**config.mk**
```make
export PLATFORM = sky130hd
export DESIGN_NAME = vfd_driver
export DESIGN_NICKNAME = d
export VERILOG_FILES = /design/src/hdl/vfd_pkg.sv /design/src/hdl/vfd_driver.sv /design/src/hdl/vfd_word_buf.sv /design/src/hdl/vfd_pwm.sv
export SDC_FILE = /design/constraint.sdc
export NUM_CORES = 1
export LEC_CHECK = 0
export ABC_CLOCK_PERIOD_IN_PS = 3400
export BUFFER_PORTS_ARGS = -buffer_cell sky130_fd_sc_hd__buf_2
export CORE_MARGIN = 2
export CORE_UTILIZATION = 55
export CTS_CLUSTER_DIAMETER = 200
export DETAILED_ROUTE_END_ITERATION = 7
export MAX_ROUTING_LAYER = met4
export PLACE_DENSITY = 0.75
export SYNTH_ARGS = -nofsm -noshare
export SYNTH_HDL_FRONTEND = slang
export SYNTH_HIERARCHICAL = 1
export SYNTH_SLANG_ARGS = --single-unit
export TNS_END_PERCENT = 30
```
**constraint.sdc**
```tcl
create_clock -name clk_sys -period 3.4 [get_ports clk_sys]
set_clock_uncertainty 0.15 [all_clocks]
set_input_delay 0.17 -clock clk_sys [delete_from_list [all_inputs] [get_ports clk_sys]]
set_output_delay 0.17 -clock clk_sys [all_outputs]
set_load 0.02 [all_outputs]
```
**src/hdl/vfd_pkg.sv**
```systemverilog
// Purpose: shared constants and types for the serial display driver
// Assumes: clk_sys at 10 MHz, every pin sampled by clk_sys
// Notes:   routing table maps each driver output to a latched shifter bit
//
// Functional notes
// RULE1 - strobe low shifts; rising strobe latches, clears shifter
// RULE2 - data sampled on serial clock rising edge
// RULE3 - latched one turns output on, zero off
// RULE4 - serial output presents data leaving the shifter
// RULE5 - serial output tied to strobe gives auto-load
// RULE6 - test mode turns serial output pin into input
// RULE7 - host keeps test selects inactive normally
// RULE8 - select low: blank pin input gates outputs
// RULE9 - select high: level sets PWM, driven on pin
// RULE10 - test mode drives blank pin as output
// RULE11 - outputs 8 to 15 high current, logic same
// RULE12 - route outputs 1 to 11 per table
// RULE13 - route outputs 12 to 22 per table
// RULE14 - route outputs 23 to 33; bit 0 unused
// RULE15 - 49 steps in 2048 frame, top 208
// RULE16 - steps 1 to 12 give twelve plus step
// RULE17 - then steps of 2, 4, 8 counts
// RULE18 - auto-load word has leading one start bit
// RULE19 - first bit lands at 0, last at 33
// RULE20 - strobe high ignores data; raise during clock low
// RULE21 - constant high blank gives full duty
// RULE22 - output on only when bit and waveform high
// RULE23 - PWM counter runs from oscillator, 2048 period
package vfd_pkg;

    // ------------------------------------------------------------
    // widths and reset values
    // ------------------------------------------------------------
    localparam int                SHIFT_W     = 34;
    localparam int                NUM_OUT     = 33;
    localparam int                STEP_W      = 6;
    localparam int                CNT_W       = 11;
    localparam logic [SHIFT_W-1:0] SHIFT_CLEAR = 34'h0;
    localparam logic [NUM_OUT-1:0] LATCH_RESET = 33'h0;
    localparam int                BUF_DEPTH   = 2;

    // ------------------------------------------------------------
    // timing
    // ------------------------------------------------------------
    localparam int CLK_SYS_HZ = 10000000;
    localparam int SYNC_STAGES = 2;

    // ------------------------------------------------------------
    // pwm duty curve
    // ------------------------------------------------------------
    localparam int               FRAME_COUNTS = 2048;
    localparam logic [STEP_W-1:0] STEP_MAX    = 6'h31;
    localparam logic [STEP_W-1:0] STEP_SEG1   = 6'h0c;
    localparam logic [STEP_W-1:0] STEP_SEG2   = 6'h18;
    localparam logic [STEP_W-1:0] STEP_SEG3   = 6'h24;
    localparam logic [STEP_W-1:0] STEP_SEG4   = 6'h30;
    localparam logic [CNT_W-1:0]  ON_SEG1_ADD = 11'h00c;
    localparam logic [CNT_W-1:0]  ON_SEG3_SUB = 11'h030;
    localparam logic [CNT_W-1:0]  ON_SEG4_SUB = 11'h0c0;
    localparam logic [CNT_W-1:0]  ON_TOP      = 11'h0d0;
    localparam logic [CNT_W-1:0]  ON_OFF      = 11'h000;

    // ------------------------------------------------------------
    // output routing: entry n is the bit feeding output n+1
    // ------------------------------------------------------------
    localparam logic [5:0] OUT_BIT [0:NUM_OUT-1] = '{
        6'h0e, 6'h0f, 6'h01, 6'h21, 6'h05, 6'h06, 6'h07, 6'h1c, 6'h1b, 6'h1f, 6'h12,
        6'h02, 6'h0a, 6'h1a, 6'h1d, 6'h08, 6'h03, 6'h09, 6'h04, 6'h0b, 6'h10, 6'h11,
        6'h0c, 6'h13, 6'h18, 6'h19, 6'h14, 6'h20, 6'h15, 6'h16, 6'h17, 6'h1e, 6'h0d
    };

    // ------------------------------------------------------------
    // types
    // ------------------------------------------------------------
    typedef logic [SHIFT_W-1:0] vfd_word_t;
    typedef logic [NUM_OUT-1:0] vfd_latch_t;
    typedef logic [STEP_W-1:0]  vfd_step_t;

    typedef struct packed {
        logic      sclk;
        logic      sdin;
        logic      load;
        logic      doIn;
        logic      blank;
        logic      dimSel;
        logic      testA;
        logic      testB;
        logic      osc;
        vfd_step_t step;
    } vfd_pins_t;

    typedef struct packed {
        logic out;
        logic oe_n;
    } vfd_drive_t;

endpackage

```
**src/hdl/vfd_driver.sv**
```systemverilog
// Purpose: serial-in latched 33-output display driver with dimming
// Assumes: all pins asynchronous to clk_sys, serial clock well below clk_sys/4
// Notes:   latched words pass a two-entry buffer; latchHold stalls the latch
`timescale 1ns/1ps
module vfd_driver (
    input  wire logic                clk_sys,
    input  wire logic                resetn,
    input  wire logic                serialClk,
    input  wire logic                serialDataIn,
    input  wire logic                loadStrobe,
    input  wire logic                dataOutPinIn,
    output logic                     dataOutPinOut,
    output logic                     dataOutPinOe_n,
    input  wire logic                blankPinIn,
    output logic                     blankPinOut,
    output logic                     blankPinOe_n,
    input  wire logic                dimSourceSelect,
    input  wire vfd_pkg::vfd_step_t  dimLevelVoltage,
    input  wire logic                factoryTestSelA,
    input  wire logic                factoryTestSelB,
    input  wire logic                rcOscillatorPin,
    input  wire logic                latchHold,
    output vfd_pkg::vfd_latch_t      drvOut,
    output logic                     loadBusy
);
    import vfd_pkg::*;

    // ------------------------------------------------------------
    // state
    // ------------------------------------------------------------
    typedef struct packed {
        vfd_pins_t  sync1;
        vfd_pins_t  sync2;
        logic       sclkPrev;
        logic       loadPrev;
        logic       oscPrev;
        logic       oscTick;
        vfd_word_t  shifter;
        logic       loadPend;
        vfd_latch_t latched;
        vfd_latch_t drv;
        vfd_drive_t dataPin;
        vfd_drive_t blankPin;
    } drv_state_t;

    drv_state_t st_r;
    drv_state_t st_nxt;
    vfd_pins_t  pinsNow;
    logic       bufInReady;
    logic       bufOutValid;
    logic       bufOutReady;
    vfd_latch_t bufOutData;
    logic       pushOk;
    logic       pwmOn;

    // ------------------------------------------------------------
    // routing of latched bits to driver outputs
    // ------------------------------------------------------------
    // latch bit k holds shifter bit k+1; shifter bit 0 reaches no output
    function automatic vfd_latch_t route(input vfd_latch_t l);
        vfd_latch_t r;
        r = LATCH_RESET;
        for (int n = 0; n < NUM_OUT; n++)
        begin
            r[n] = l[OUT_BIT[n] - 6'h01];   // RULE12 RULE13 RULE14
        end
        return r;
    endfunction

    // ------------------------------------------------------------
    // pin bundle
    // ------------------------------------------------------------
    always_comb
    begin
        pinsNow.sclk   = serialClk;
        pinsNow.sdin   = serialDataIn;
        pinsNow.load   = loadStrobe;
        pinsNow.doIn   = dataOutPinIn;
        pinsNow.blank  = blankPinIn;
        pinsNow.dimSel = dimSourceSelect;
        pinsNow.testA  = factoryTestSelA;
        pinsNow.testB  = factoryTestSelB;
        pinsNow.osc    = rcOscillatorPin;
        pinsNow.step   = dimLevelVoltage;
    end

    assign pushOk      = st_r.loadPend && bufInReady;
    assign bufOutReady = !latchHold;

    // ------------------------------------------------------------
    // next state
    // ------------------------------------------------------------
    always_comb
    begin
        logic testMode;
        logic sclkRise;
        logic loadRise;
        logic serialBit;
        logic wave;
        testMode  = st_r.sync2.testA || st_r.sync2.testB;
        sclkRise  = st_r.sync2.sclk && !st_r.sclkPrev;
        loadRise  = st_r.sync2.load && !st_r.loadPrev;
        // in test mode the serial output pin feeds the shifter
        serialBit = testMode ? st_r.sync2.doIn : st_r.sync2.sdin;   // RULE6
        // steady high blank gives full duty
        wave      = st_r.sync2.dimSel ? pwmOn : st_r.sync2.blank;   // RULE8 RULE21
        st_nxt = st_r;
        // sync1 is read only by sync2
        st_nxt.sync1 = pinsNow;
        st_nxt.sync2 = st_r.sync1;
        st_nxt.sclkPrev = st_r.sync2.sclk;
        st_nxt.loadPrev = st_r.sync2.load;
        st_nxt.oscPrev  = st_r.sync2.osc;
        st_nxt.oscTick  = st_r.sync2.osc && !st_r.oscPrev;

        // shift only while strobe low and no load is waiting
        if (sclkRise && !st_r.sync2.load && !st_r.loadPend)          // RULE1 RULE20
        begin
            // new bit enters at the top, first bit ends at 0
            st_nxt.shifter = {serialBit, st_r.shifter[SHIFT_W-1:1]}; // RULE2 RULE19
        end

        // accepted word clears the shifter
        if (pushOk)
        begin
            st_nxt.shifter  = SHIFT_CLEAR;                           // RULE1
            st_nxt.loadPend = 1'b0;
        end
        // a new strobe edge wins over the clear
        if (loadRise)
        begin
            st_nxt.loadPend = 1'b1;                                  // RULE1 RULE5
        end

        if (bufOutValid && bufOutReady)
        begin
            st_nxt.latched = bufOutData;
        end

        // serial output carries bit 0, the bit leaving the shifter
        st_nxt.dataPin.out  = st_nxt.shifter[0];                     // RULE4 RULE5
        st_nxt.dataPin.oe_n = testMode;                              // RULE6

        st_nxt.blankPin.out  = pwmOn;                                // RULE9
        st_nxt.blankPin.oe_n = !(st_r.sync2.dimSel || testMode);     // RULE8 RULE9 RULE10

        st_nxt.drv = route(st_r.latched) & {NUM_OUT{wave}};          // RULE3 RULE22 RULE11
    end

    always_ff @(posedge clk_sys or negedge resetn)
    begin
        if (!resetn)
        begin
            st_r <= '0;
            st_r.dataPin.oe_n  <= 1'b0;
            st_r.blankPin.oe_n <= 1'b1;
        end
        else
        begin
            st_r <= st_nxt;
        end
    end

    // ------------------------------------------------------------
    // word buffer and dimming generator
    // ------------------------------------------------------------
    vfd_word_buf #(
        .W     (NUM_OUT),
        .DEPTH (BUF_DEPTH)
    ) u_buf (
        .clk_sys  (clk_sys),
        .resetn   (resetn),
        .inValid  (st_r.loadPend),
        .inReady  (bufInReady),
        .inData   (st_r.shifter[SHIFT_W-1:1]),
        .outValid (bufOutValid),
        .outReady (bufOutReady),
        .outData  (bufOutData)
    );

    vfd_pwm u_pwm (
        .clk_sys (clk_sys),
        .resetn  (resetn),
        .oscTick (st_r.oscTick),
        .step    (st_r.sync2.step),
        .pwmOn   (pwmOn)
    );

    // ------------------------------------------------------------
    // outputs
    // ------------------------------------------------------------
    assign drvOut         = st_r.drv;
    assign dataOutPinOut  = st_r.dataPin.out;
    assign dataOutPinOe_n = st_r.dataPin.oe_n;
    assign blankPinOut    = st_r.blankPin.out;
    assign blankPinOe_n   = st_r.blankPin.oe_n;
    assign loadBusy       = st_r.loadPend;

endmodule

```
**src/hdl/vfd_word_buf.sv**
```systemverilog
// Purpose: two-entry word buffer between shifter and output latch
// Assumes: single clock, both sides on clk_sys
// Notes:   inReady low when both entries hold words
`timescale 1ns/1ps
module vfd_word_buf #(
    parameter int W     = 33,
    parameter int DEPTH = 2
) (
    input  wire logic         clk_sys,
    input  wire logic         resetn,
    input  wire logic         inValid,
    output logic              inReady,
    input  wire logic [W-1:0] inData,
    output logic              outValid,
    input  wire logic         outReady,
    output logic [W-1:0]      outData
);
    import vfd_pkg::*;

    localparam int PW = (DEPTH > 1) ? $clog2(DEPTH) : 1;
    localparam logic [PW:0] FULL_CNT = (PW+1)'(DEPTH);
    localparam logic [PW-1:0] LAST_PTR = PW'(DEPTH - 1);

    typedef struct packed {
        logic [DEPTH-1:0][W-1:0] mem;
        logic [PW-1:0]           rdPtr;
        logic [PW-1:0]           wrPtr;
        logic [PW:0]             count;
    } buf_state_t;

    buf_state_t st_r;
    buf_state_t st_nxt;
    logic       push;
    logic       pop;

    assign inReady  = (st_r.count != FULL_CNT);
    assign outValid = (st_r.count != '0);
    assign outData  = st_r.mem[st_r.rdPtr];
    assign push     = inValid && inReady;
    assign pop      = outValid && outReady;

    always_comb
    begin
        st_nxt = st_r;
        if (push)
        begin
            st_nxt.mem[st_r.wrPtr] = inData;
            st_nxt.wrPtr = (st_r.wrPtr == LAST_PTR) ? '0 : st_r.wrPtr + 1'b1;
        end
        if (pop)
        begin
            st_nxt.rdPtr = (st_r.rdPtr == LAST_PTR) ? '0 : st_r.rdPtr + 1'b1;
        end
        if (push && !pop)
        begin
            st_nxt.count = st_r.count + 1'b1;
        end
        else if (pop && !push)
        begin
            st_nxt.count = st_r.count - 1'b1;
        end
    end

    always_ff @(posedge clk_sys or negedge resetn)
    begin
        if (!resetn)
        begin
            st_r <= '0;
        end
        else
        begin
            st_r <= st_nxt;
        end
    end

endmodule

```
**src/hdl/vfd_pwm.sv**
```systemverilog
// Purpose: internal dimming waveform, 2048-count frame
// Assumes: oscTick is a one-cycle pulse per oscillator period
// Notes:   step taken only at frame start so a frame never glitches
`timescale 1ns/1ps
module vfd_pwm (
    input  wire logic             clk_sys,
    input  wire logic             resetn,
    input  wire logic             oscTick,
    input  wire vfd_pkg::vfd_step_t step,
    output logic                  pwmOn
);
    import vfd_pkg::*;

    typedef struct packed {
        logic [CNT_W-1:0] cnt;
        logic [CNT_W-1:0] onCount;
        logic             on;
    } pwm_state_t;

    pwm_state_t st_r;
    pwm_state_t st_nxt;

    // on-counts per step
    function automatic logic [CNT_W-1:0] on_count(input vfd_step_t s);
        logic [CNT_W-1:0] sx;
        sx = {{(CNT_W-STEP_W){1'b0}}, s};
        if (s == '0)
            return ON_OFF;
        else if (s <= STEP_SEG1)
            return sx + ON_SEG1_ADD;                       // RULE16
        else if (s <= STEP_SEG2)
            return {sx[CNT_W-2:0], 1'b0};                  // RULE17
        else if (s <= STEP_SEG3)
            return {sx[CNT_W-3:0], 2'b00} - ON_SEG3_SUB;   // RULE17
        else if (s <= STEP_SEG4)
            return {sx[CNT_W-4:0], 3'b000} - ON_SEG4_SUB;  // RULE17
        else
            return ON_TOP;                                 // RULE15
    endfunction

    assign pwmOn = st_r.on;

    always_comb
    begin
        st_nxt = st_r;
        if (oscTick)
        begin
            // 11-bit counter wraps every FRAME_COUNTS ticks
            st_nxt.cnt = st_r.cnt + 1'b1;                  // RULE23
            if (st_nxt.cnt == '0)
            begin
                st_nxt.onCount = on_count(step);           // RULE15
            end
            st_nxt.on = (st_nxt.cnt < st_nxt.onCount);     // RULE23
        end
    end

    always_ff @(posedge clk_sys or negedge resetn)
    begin
        if (!resetn)
        begin
            st_r <= '0;
        end
        else
        begin
            st_r <= st_nxt;
        end
    end

endmodule

```
-- Word level (Yosys, flattened, before mapping)
Cells that the tools add are included.
- register bits: 231
- bits of input ports: 18
- word-level logic and storage cells: 106
- add/sub/neg operators: 8
- order comparisons: 8
- equality and inequality tests: 1
- muxes and demuxes: 21
- bitwise gates (word level): 1
- reduce and logical (&&, ||, !) cells: 27
- operators with widths (kind ; count):
    two-way mux 33 bit ; 3
    two-way mux 11 bit ; 7
    bitwise mux 66 bit ; 1
    two-way mux 35 bit ; 1
    two-way mux 34 bit ; 1
    AND 33 bit ; 1
    demux 33 bit (select 1 bit) ; 1
    <= comparator 6 bit, second input constant ; 2
    adder 11 x 1 -> 11 bit, second input constant ; 1
    logical NOT 11 bit ; 1
    less-than comparator 11 bit ; 1
    logical AND 1 bit ; 10
    subtractor 9 x 8 -> 10 bit, second input constant ; 1
    logical NOT 1 bit ; 9
    subtractor 8 x 6 -> 9 bit, second input constant ; 1
    nonzero test 2 bit ; 4
    adder 6 x 4 -> 7 bit, second input constant ; 1
    <= comparator 6 x 4 -> 1 bit, second input constant ; 1
    <= comparator 6 x 5 -> 1 bit, second input constant ; 1
    logical NOT 6 bit ; 1
    two-way mux 1 bit ; 5
    less-than comparator 1 x 2 -> 1 bit, second input constant ; 2
    two-way mux 2 bit ; 2
    adder 1 bit, second input constant ; 2
    5 further kinds ; 6

-- Depth between registers and ports, before layout
Gate-level depths: netlist (run 1).
- depth after elaboration: 9
- mapped depth: 15
- depth with buffers taken out: 15

-- By module
Netlist (run 1), hierarchy kept.
- modules (own cells, without submodules) (module ; instances ; cells each ; area an instance (µm²) ; sequential area each (µm²)):
    vfd_driver ; 1 ; 304 ; 4760.8 ; 3454.6
    vfd_word_buf ; 1 ; 194 ; 3364.5 ; 1751.7
    vfd_pwm ; 1 ; 204 ; 1968.1 ; 575.6

-- Worst setup path before layout (run 1)
Ideal clock, no wire load.
- path type: register -> register
- start point: reg u_pwm/st_r[16] in the netlist's numbering
- end point: reg u_pwm.st_r, in the netlist u_pwm/pwmOn
- library setup time: 90 ps
- arrival time: 2985 ps
- data required time: 3160 ps
- setup slack: 175 ps
- cell stages (with the launch flop): 15
- path buffers: 2
- path through: dfrtp_1 -> buf_6 -> and4_4 -> a211o_1 -> a2111oi_4 -> nand3_1 -> buf_2 -> mux2i_1 -> ha_1 -> a21oi_1 -> o21ai_0 -> a31oi_1 -> o21ai_0 -> a2111o_1 -> o221ai_1
- cells in the longest elaborated chain, start to end: 5
- ends and longest elaborated chain (item ; RTL line ; source):
    start, declared ; vfd_pwm.sv:20 ; pwm_state_t st_r;
    start signal, assigned ; vfd_pwm.sv:66 ; st_r <= st_nxt;
    adder 11 x 1 -> 11 bit * ; vfd_pwm.sv:49 ; st_nxt.cnt = st_r.cnt + 1'b1;
    logical NOT 11 bit ; vfd_pwm.sv:50 ; if (st_nxt.cnt == '0)
    two-way mux 11 bit ; vfd_pwm.sv:50 ;
    two-way mux 11 bit ; vfd_pwm.sv:46 ; if (oscTick)
    less-than comparator 11 bit * ; vfd_pwm.sv:54 ; st_nxt.on = (st_nxt.cnt < st_nxt.onCount);
Every way passes the cells marked *; elsewhere a longest branch is shown, timed or not. The select of a mux whose other input is x is not followed.
A chain may end at the register's enable or synchronous reset.

==> results of run 1 <==
critical path: cells and delay by family (launching register included):
kind / cells / cell delay (ns)
compound gates: 6 / 1.13
simple gates: 3 / 0.74
flops: 1 / 0.46
fa+ha+maj: 2 / 0.42
mux: 1 / 0.15
buf+inv: 1 / 0.10
logic make-up after synthesis:
family | after synthesis | synth area share, %
compound gates | 74 | 5.53
xor+xnor | 29 | 2.52
fa+ha+maj | 21 | 2.60
buf+inv | 81 | 5.79
flops | 231 | 57.3
mux | 158 | 20.0
simple gates | 108 | 6.31
area by class of cell:
| cell class | count | area share, % |
|---|---|---|
| flip-flops and latches | 231 | 50.7 |
| multi-input cells | 390 | 33.4 |
| clock buffers | 36 | 6.55 |
| repair buffers | 95 | 5.74 |
| well taps | 229 | 2.51 |
| clock inverters | 7 | 0.746 |
| inverters | 10 | 0.329 |
what timing repair did:
action / in CTS / in global routing
hold buffers: 17 / 0
endpoints found under the hold margin: 145 / 0
setup buffers: 0 / 2
cloned: 0 / 1
pin swaps: 0 / 5
gates resized for setup: 1 / 17
setup endpoints to repair: 1 / 1
power by group:
group	switching [uW]	internal, uW
sequential	158	2920
clock	1020	1660
combinational	843	693
how the worst max path moves through the flow:
stage | startpoint | end | slack [ns]
floorplan | u_pwm/st_r[16]$_DFFE_PN0P_ | u_pwm/pwmOn$_DFFE_PN0P_ | 0.17
global placement | u_pwm/st_r[13]$_DFFE_PN0P_ | u_pwm/pwmOn$_DFFE_PN0P_ | 0.16
detailed placement | u_pwm/st_r[13]$_DFFE_PN0P_ | u_pwm/pwmOn$_DFFE_PN0P_ | -0.01
CTS | u_pwm/st_r[13]$_DFFE_PN0P_ | u_pwm/pwmOn$_DFFE_PN0P_ | 0.02
global route | u_pwm/st_r[13]$_DFFE_PN0P_ | u_pwm/pwmOn$_DFFE_PN0P_ | -0.007
finish | st_r[111]$_DFF_PN0_ | u_pwm/pwmOn$_DFFE_PN0P_ | 0.15
flip-flops by register name (all words and copies together) (netlist names):
| name | count |
|---|---|
| blankPinOut | 1 |
| blankPinOe_n | 1 |
| dataOutPinOe_n | 1 |
| drvOut | 33 |
| u_pwm/st_r | 22 |
| u_pwm/pwmOn | 1 |
| st_r | 83 |
| u_buf/st_r | 70 |
| st_nxt | 18 |
| loadBusy | 1 |
layer usage:
| layer | part of all wire [%] | wire length, um |
|---|---|---|
| met1 | 47 | 8350 |
| met4 | 2.4 | 422 |
| met3 | 3.9 | 687 |
| met5 | 0 | 0 |
| met2 | 47 | 8370 |
synthesized netlist by cell type (2+ instances only):
cell type / instances
ha_1: 21
a31oi_1: 3
a31o_2: 3
and2_1: 4
o21ai_0: 8
and4_1: 3
nand4_1: 4
mux2_4: 68
nor2b_1: 37
nor3_1: 2
mux2_2: 59
and3_1: 5
buf_6: 5
buf_4: 34
or2_2: 2
a21oi_1: 15
inv_1: 10
o311ai_0: 2
dfrtp_1: 230
nand2_1: 27
o21ai_1: 4
nand3_1: 5
clkbuf_1: 12
xor2_1: 12
nor2_1: 6
a22o_1: 30
xnor2_1: 17
mux2_1: 16
mux2i_1: 15
buf_2: 14
buf_12: 6
through the flow:
stage	setup TNS [ns]	area (um2)	utilization, %
after floorplan	0	10100	-
after global placement	0	10300	57.5
after detailed placement	-0.0121	10300	57.5
after CTS	0	11300	63.1
after global routing	-0.00739	11400	63.5
final	0	11400	63.5
==> impl_metrics.json, run 1 <==
{
  "drive_above_1_share_pct": 35.6,
  "num_antenna_cells": 0,
  "cts_buffers": 24,
  "area_growth_syn_to_layout_pct": 13.0,
  "finalWirelength_um": 17800,
  "slowest_delay_ns": 0.46,
  "grt_util_met3_pct": 3.48,
  "die_h_um": 139,
  "routedWlPerCell_um": 17.9,
  "status": "finished, final reports clean",
  "worst_setup_path_end_kind": "flip-flop",
  "syn_nets": 741,
  "overflow": 0,
  "grt.met1_usage_pct": 26.2,
  "clock_latency_ns": 0.51,
  "netlist_instances": 702,
  "post-route-min-period_ns": 3.25,
  "synth-edff-count": 0,
  "dp_hpwl_um": 10700,
  "yosysTopAreaCell": "dfrtp_1",
  "antenna_found_initial": 0,
  "multi_input_area_um2": 3810,
  "top_usage_layer": "met2",
  "r2r_end": "u_pwm/pwmOn$_DFFE_PN0P_",
  "slowest_stage": "dfrtp_2",
  "die_x_um": 139,
  "htree_levels": 1,
  "synthArstFlopShare_pct": 100,
  "ys_types": 54,
  "max_freq_mhz": 308,
  "io_pins": 56,
  "ff2ff_setup_slack_ns": 0.15,
  "cts_tree": "yes",
  "start_util_pct": 56.2,
  "startpoint_type": "flip-flop",
  "antenna_left": 0,
  "cts_root_buffer": "clkbuf_16",
  "yosys.area.top_type_share_pct": 57.0,
  "grtUsageMet2_pct": 30.2,
  "power.density_nw_per_um2": 640,
  "layout_commonest_cell": "dfrtp_1",
  "final.fill_count": 1279,
  "whs_ns": 0.0870,
  "grt_max_degree": 83,
  "yosys_most_used_dff": "dfrtp_1",
  "netlist_area_um2": 10100,
  "worstRegToRegCells": 13,
  "synth_area_leaders": "dfrtp_1, mux2_4, mux2_2, a22o_1, ha_1",
  "drt-vias-per-instance": 5.52,
  "cpMostUsedCell": "ha_1",
  "critPathRequiredTime_ns": 3.67,
  "power_uw": 7300,
  "grtUsageTotal_pct": 19.3,
  "timing.final.ws_setup_ns": 0.150,
  "clkTransAtPathRegs_ns": 0.06,
  "setup_viol": 0,
  "drtIter0Drc": 363,
  "ir_drop_v": 0.000502,
  "yosys_warnings": 6,
  "fin_crit_sh_pct": 95.6,
  "die_area_um2": 19500,
  "crit_chain": "inv_1 -> ha_1 -> or3b_1 -> a31o_4 -> and2_1 -> and3_1 -> mux2i_1 -> ha_1 -> a21o_1 -> a31oi_1 -> o21ai_1 -> a2111o_1 -> o221ai_1",
  "rows": 49,
  "worstMarginPinSlew_ns": 0.886,
  "r2r_start": "st_r[111]$_DFF_PN0_",
  "first_pass_iters": 6,
  "crit_arrival_ns": 3.52,
  "avgSynthCellArea_um2": 14.4,
  "grt_pass1_vias": 5944,
  "hold_viol": 0,
  "p_leak_uw": 0.00577,
  "dpl_worst_slack_ns": -0.0121,
  "port_buffers": 55,
  "seqCellArea_um2": 5790,
  "synth_seq_cells": 231,
  "criticalPathCategory": "reg2reg",
  "core_um2": 18000,
  "drv_slew": 0,
  "grt_pass1_wl_um": 30300,
  "place_inst": 935,
  "via_count": 5508,
  "clock-sinks": 231,
  "hold_path_class": "in2async",
  "fin_cells": 998,
  "max-cap-violations": 0,
  "layout_common_cells": "dfrtp_1, mux2_4, mux2_2, buf_2, nor2b_1",
  "cp_max_fo": 9,
  "cts_buffer_depth": 3,
  "place_congestion": 0.868,
  "slew_headroom_pct": 39.7,
  "drc": 0,
  "seq_area_frac_synth_pct": 57.3,
  "nets": 791
}
Note: power is estimated with default switching activity, not from simulation.
==> run 2, diff against run 1 <==
- RECOVER_POWER: default -> 25
==> run 2 against run 1 <==
Net effect:
- the flow now finishes with violations (capacitance limit, slew limit)
- combinational power hardly changed
- clock power hardly changed
- routed wire length barely moved
- via count increased by 0.22%
- flip-flop and latch count is the same
- cell area fell by 0.20%
- worst hold slack improved by 0.063 ns
- highest routed layer unchanged
==> impl_metrics.json, run 2 (synthesis gave the netlist of run 1 again) <==
{
  "clkTransAtPathRegs_ns": 0.06,
  "power.density_nw_per_um2": 641,
  "placed_cell_area_um2": 10300,
  "regMostFlops": "st_r",
  "htree_levels": 1,
  "violations": "capacitance limit, slew limit",
  "rows": 49,
  "min_path_cells": 2,
  "port_buffers": 55,
  "slowest_stage": "dfrtp_2",
  "cts_buffer_depth": 3,
  "max_freq_mhz": 308,
  "place_inst": 935,
  "grt_pass1_vias": 5944,
  "cts_buffers": 24,
  "crit_chain": "inv_1 -> ha_1 -> or3b_1 -> a31o_4 -> and2_1 -> and3_1 -> mux2i_1 -> ha_1 -> a21o_1 -> a31oi_1 -> o21ai_1 -> a2111o_1 -> o221ai_1",
  "post-route-min-period_ns": 3.25,
  "dp_hpwl_um": 10700,
  "clock_latency_ns": 0.51,
  "grtUsageTotal_pct": 19.3,
  "num_antenna_cells": 0,
  "hold_viol": 0,
  "p_leak_uw": 0.00576,
  "routedWlPerCell_um": 17.9,
  "core_um2": 18000,
  "ff2ff_setup_slack_ns": 0.15,
  "power_uw": 7300,
  "critPathRequiredTime_ns": 3.67,
  "worstRegToRegCells": 13,
  "fin_util_pct": 63.4,
  "place_congestion": 0.868,
  "setup_viol": 0,
  "start_util_pct": 56.2,
  "drtIter0Drc": 365,
  "drive_above_1_share_pct": 35.6,
  "cpMostUsedCell": "ha_1",
  "endpoint": "u_pwm/pwmOn$_DFFE_PN0P_",
  "antenna_found_initial": 0,
  "drc": 0,
  "via_count": 5520,
  "finalWirelength_um": 17800,
  "die_h_um": 139,
  "status": "finished, violations left",
  "drt-vias-per-instance": 5.53,
  "layout_commonest_cell": "dfrtp_1",
  "slowest_delay_ns": 0.46,
  "crit_arrival_ns": 3.52,
  "worstMarginPinSlew_ns": 1.95,
  "cp_num_cells": 13,
  "largest_reg_flops": 83,
  "startpoint_type": "flip-flop",
  "critPathLaunch": "st_r[111]$_DFF_PN0_",
  "r2r_end": "u_pwm/pwmOn$_DFFE_PN0P_",
  "criticalPathCategory": "reg2reg",
  "die_x_um": 139,
  "fin_cells": 998,
  "dpl_worst_slack_ns": -0.0121,
  "final.fill_count": 1282,
  "area_growth_syn_to_layout_pct": 12.8,
  "cp_top_family": "compound AO/OA/AOI/OAI gates",
  "antenna_left": 0,
  "nets": 791,
  "cts_root_buffer": "clkbuf_16",
  "slew_headroom_pct": -29.9,
  "worst_setup_path_end_kind": "flip-flop",
  "io_pins": 56,
  "layout_common_cells": "dfrtp_1, mux2_4, mux2_2, buf_2, nor2b_1",
  "grt_max_degree": 83,
  "clock-sinks": 231,
  "grt_pass1_wl_um": 30300,
  "first_pass_iters": 4,
  "die_area_um2": 19500,
  "r2r_start": "st_r[111]$_DFF_PN0_",
  "ir_drop_v": 0.000501,
  "cts_tree": "yes",
  "fin_crit_sh_pct": 95.6,
  "cp_max_fo": 9,
  "hold_path_class": "in2reg",
  "drv_slew": 83,
  "critical_path_buf_inv_count": 1,
  "final_design_area_no_fill_um2": 11400,
  "timing.final.ws_setup_ns": 0.149,
  "max-cap-violations": 1,
  "overflow": 0
}
run 2: cell type report:
cell class                 count  area [um2]  area share, %
multi-input combinational    390        3810           33.5
clock buffer                  36         747           6.56
sequential                   231        5790           50.8
clock inverter                 7        85.1          0.747
inverter                      10        37.5          0.330
timing repair buffer          95         632           5.55
tap                          229         287           2.52
run 2: report_power, final:
part           internal [uW]  switching (uW)  leakage, uW  total (uW)
Combinational            690             842      0.00224        1530
Sequential              2920             158      0.00310        3080
Clock                   1660            1020     0.000417        2680
run 2: worst min path at each step:
stage                 start                          to  slack [ns]
2_1_floorplan        resetn       blankPinOut$_DFF_PN0_       -0.28
3_3_place_gp         resetn       st_nxt[116]$_DFF_PN0_        0.03
3_5_place_dp         resetn       st_nxt[116]$_DFF_PN0_        0.04
4_1_cts              resetn  u_buf/st_r[64]$_DFFE_PN0P_         0.1
5_1_grt           serialClk       st_nxt[123]$_DFF_PN0_        0.15
6_report       serialDataIn       st_nxt[122]$_DFF_PN0_        0.15
run 2: stage by stage:
step / hold slack [ns] / setup TNS [ns]
after detailed placement: 0.0421 / -0.0121
after global routing: 0.148 / -0.00739
final: 0.150 / 0
after CTS: 0.0971 / 0
after global placement: 0.0329 / 0
after floorplan: -0.276 / 0
run 2: routing by layer:
metal  vias up  global-route usage [%]  share of wire, %
met4         0                    5.85               2.4
met1      2865                    26.2                47
li1       2508                       -                 -
met5         -                       -                 0
met3        36                    3.48               3.8
met2       111                    30.2                47
run 2: timing repair:
item | CTS | global route
pin swaps | 0 | 5
gates resized for setup | 1 | 17
endpoints found under the hold margin | 145 | 0
buffers inserted | 0 | 2
setup endpoints to repair | 1 | 1
cloned | 0 | 1
hold buffers | 17 | 0
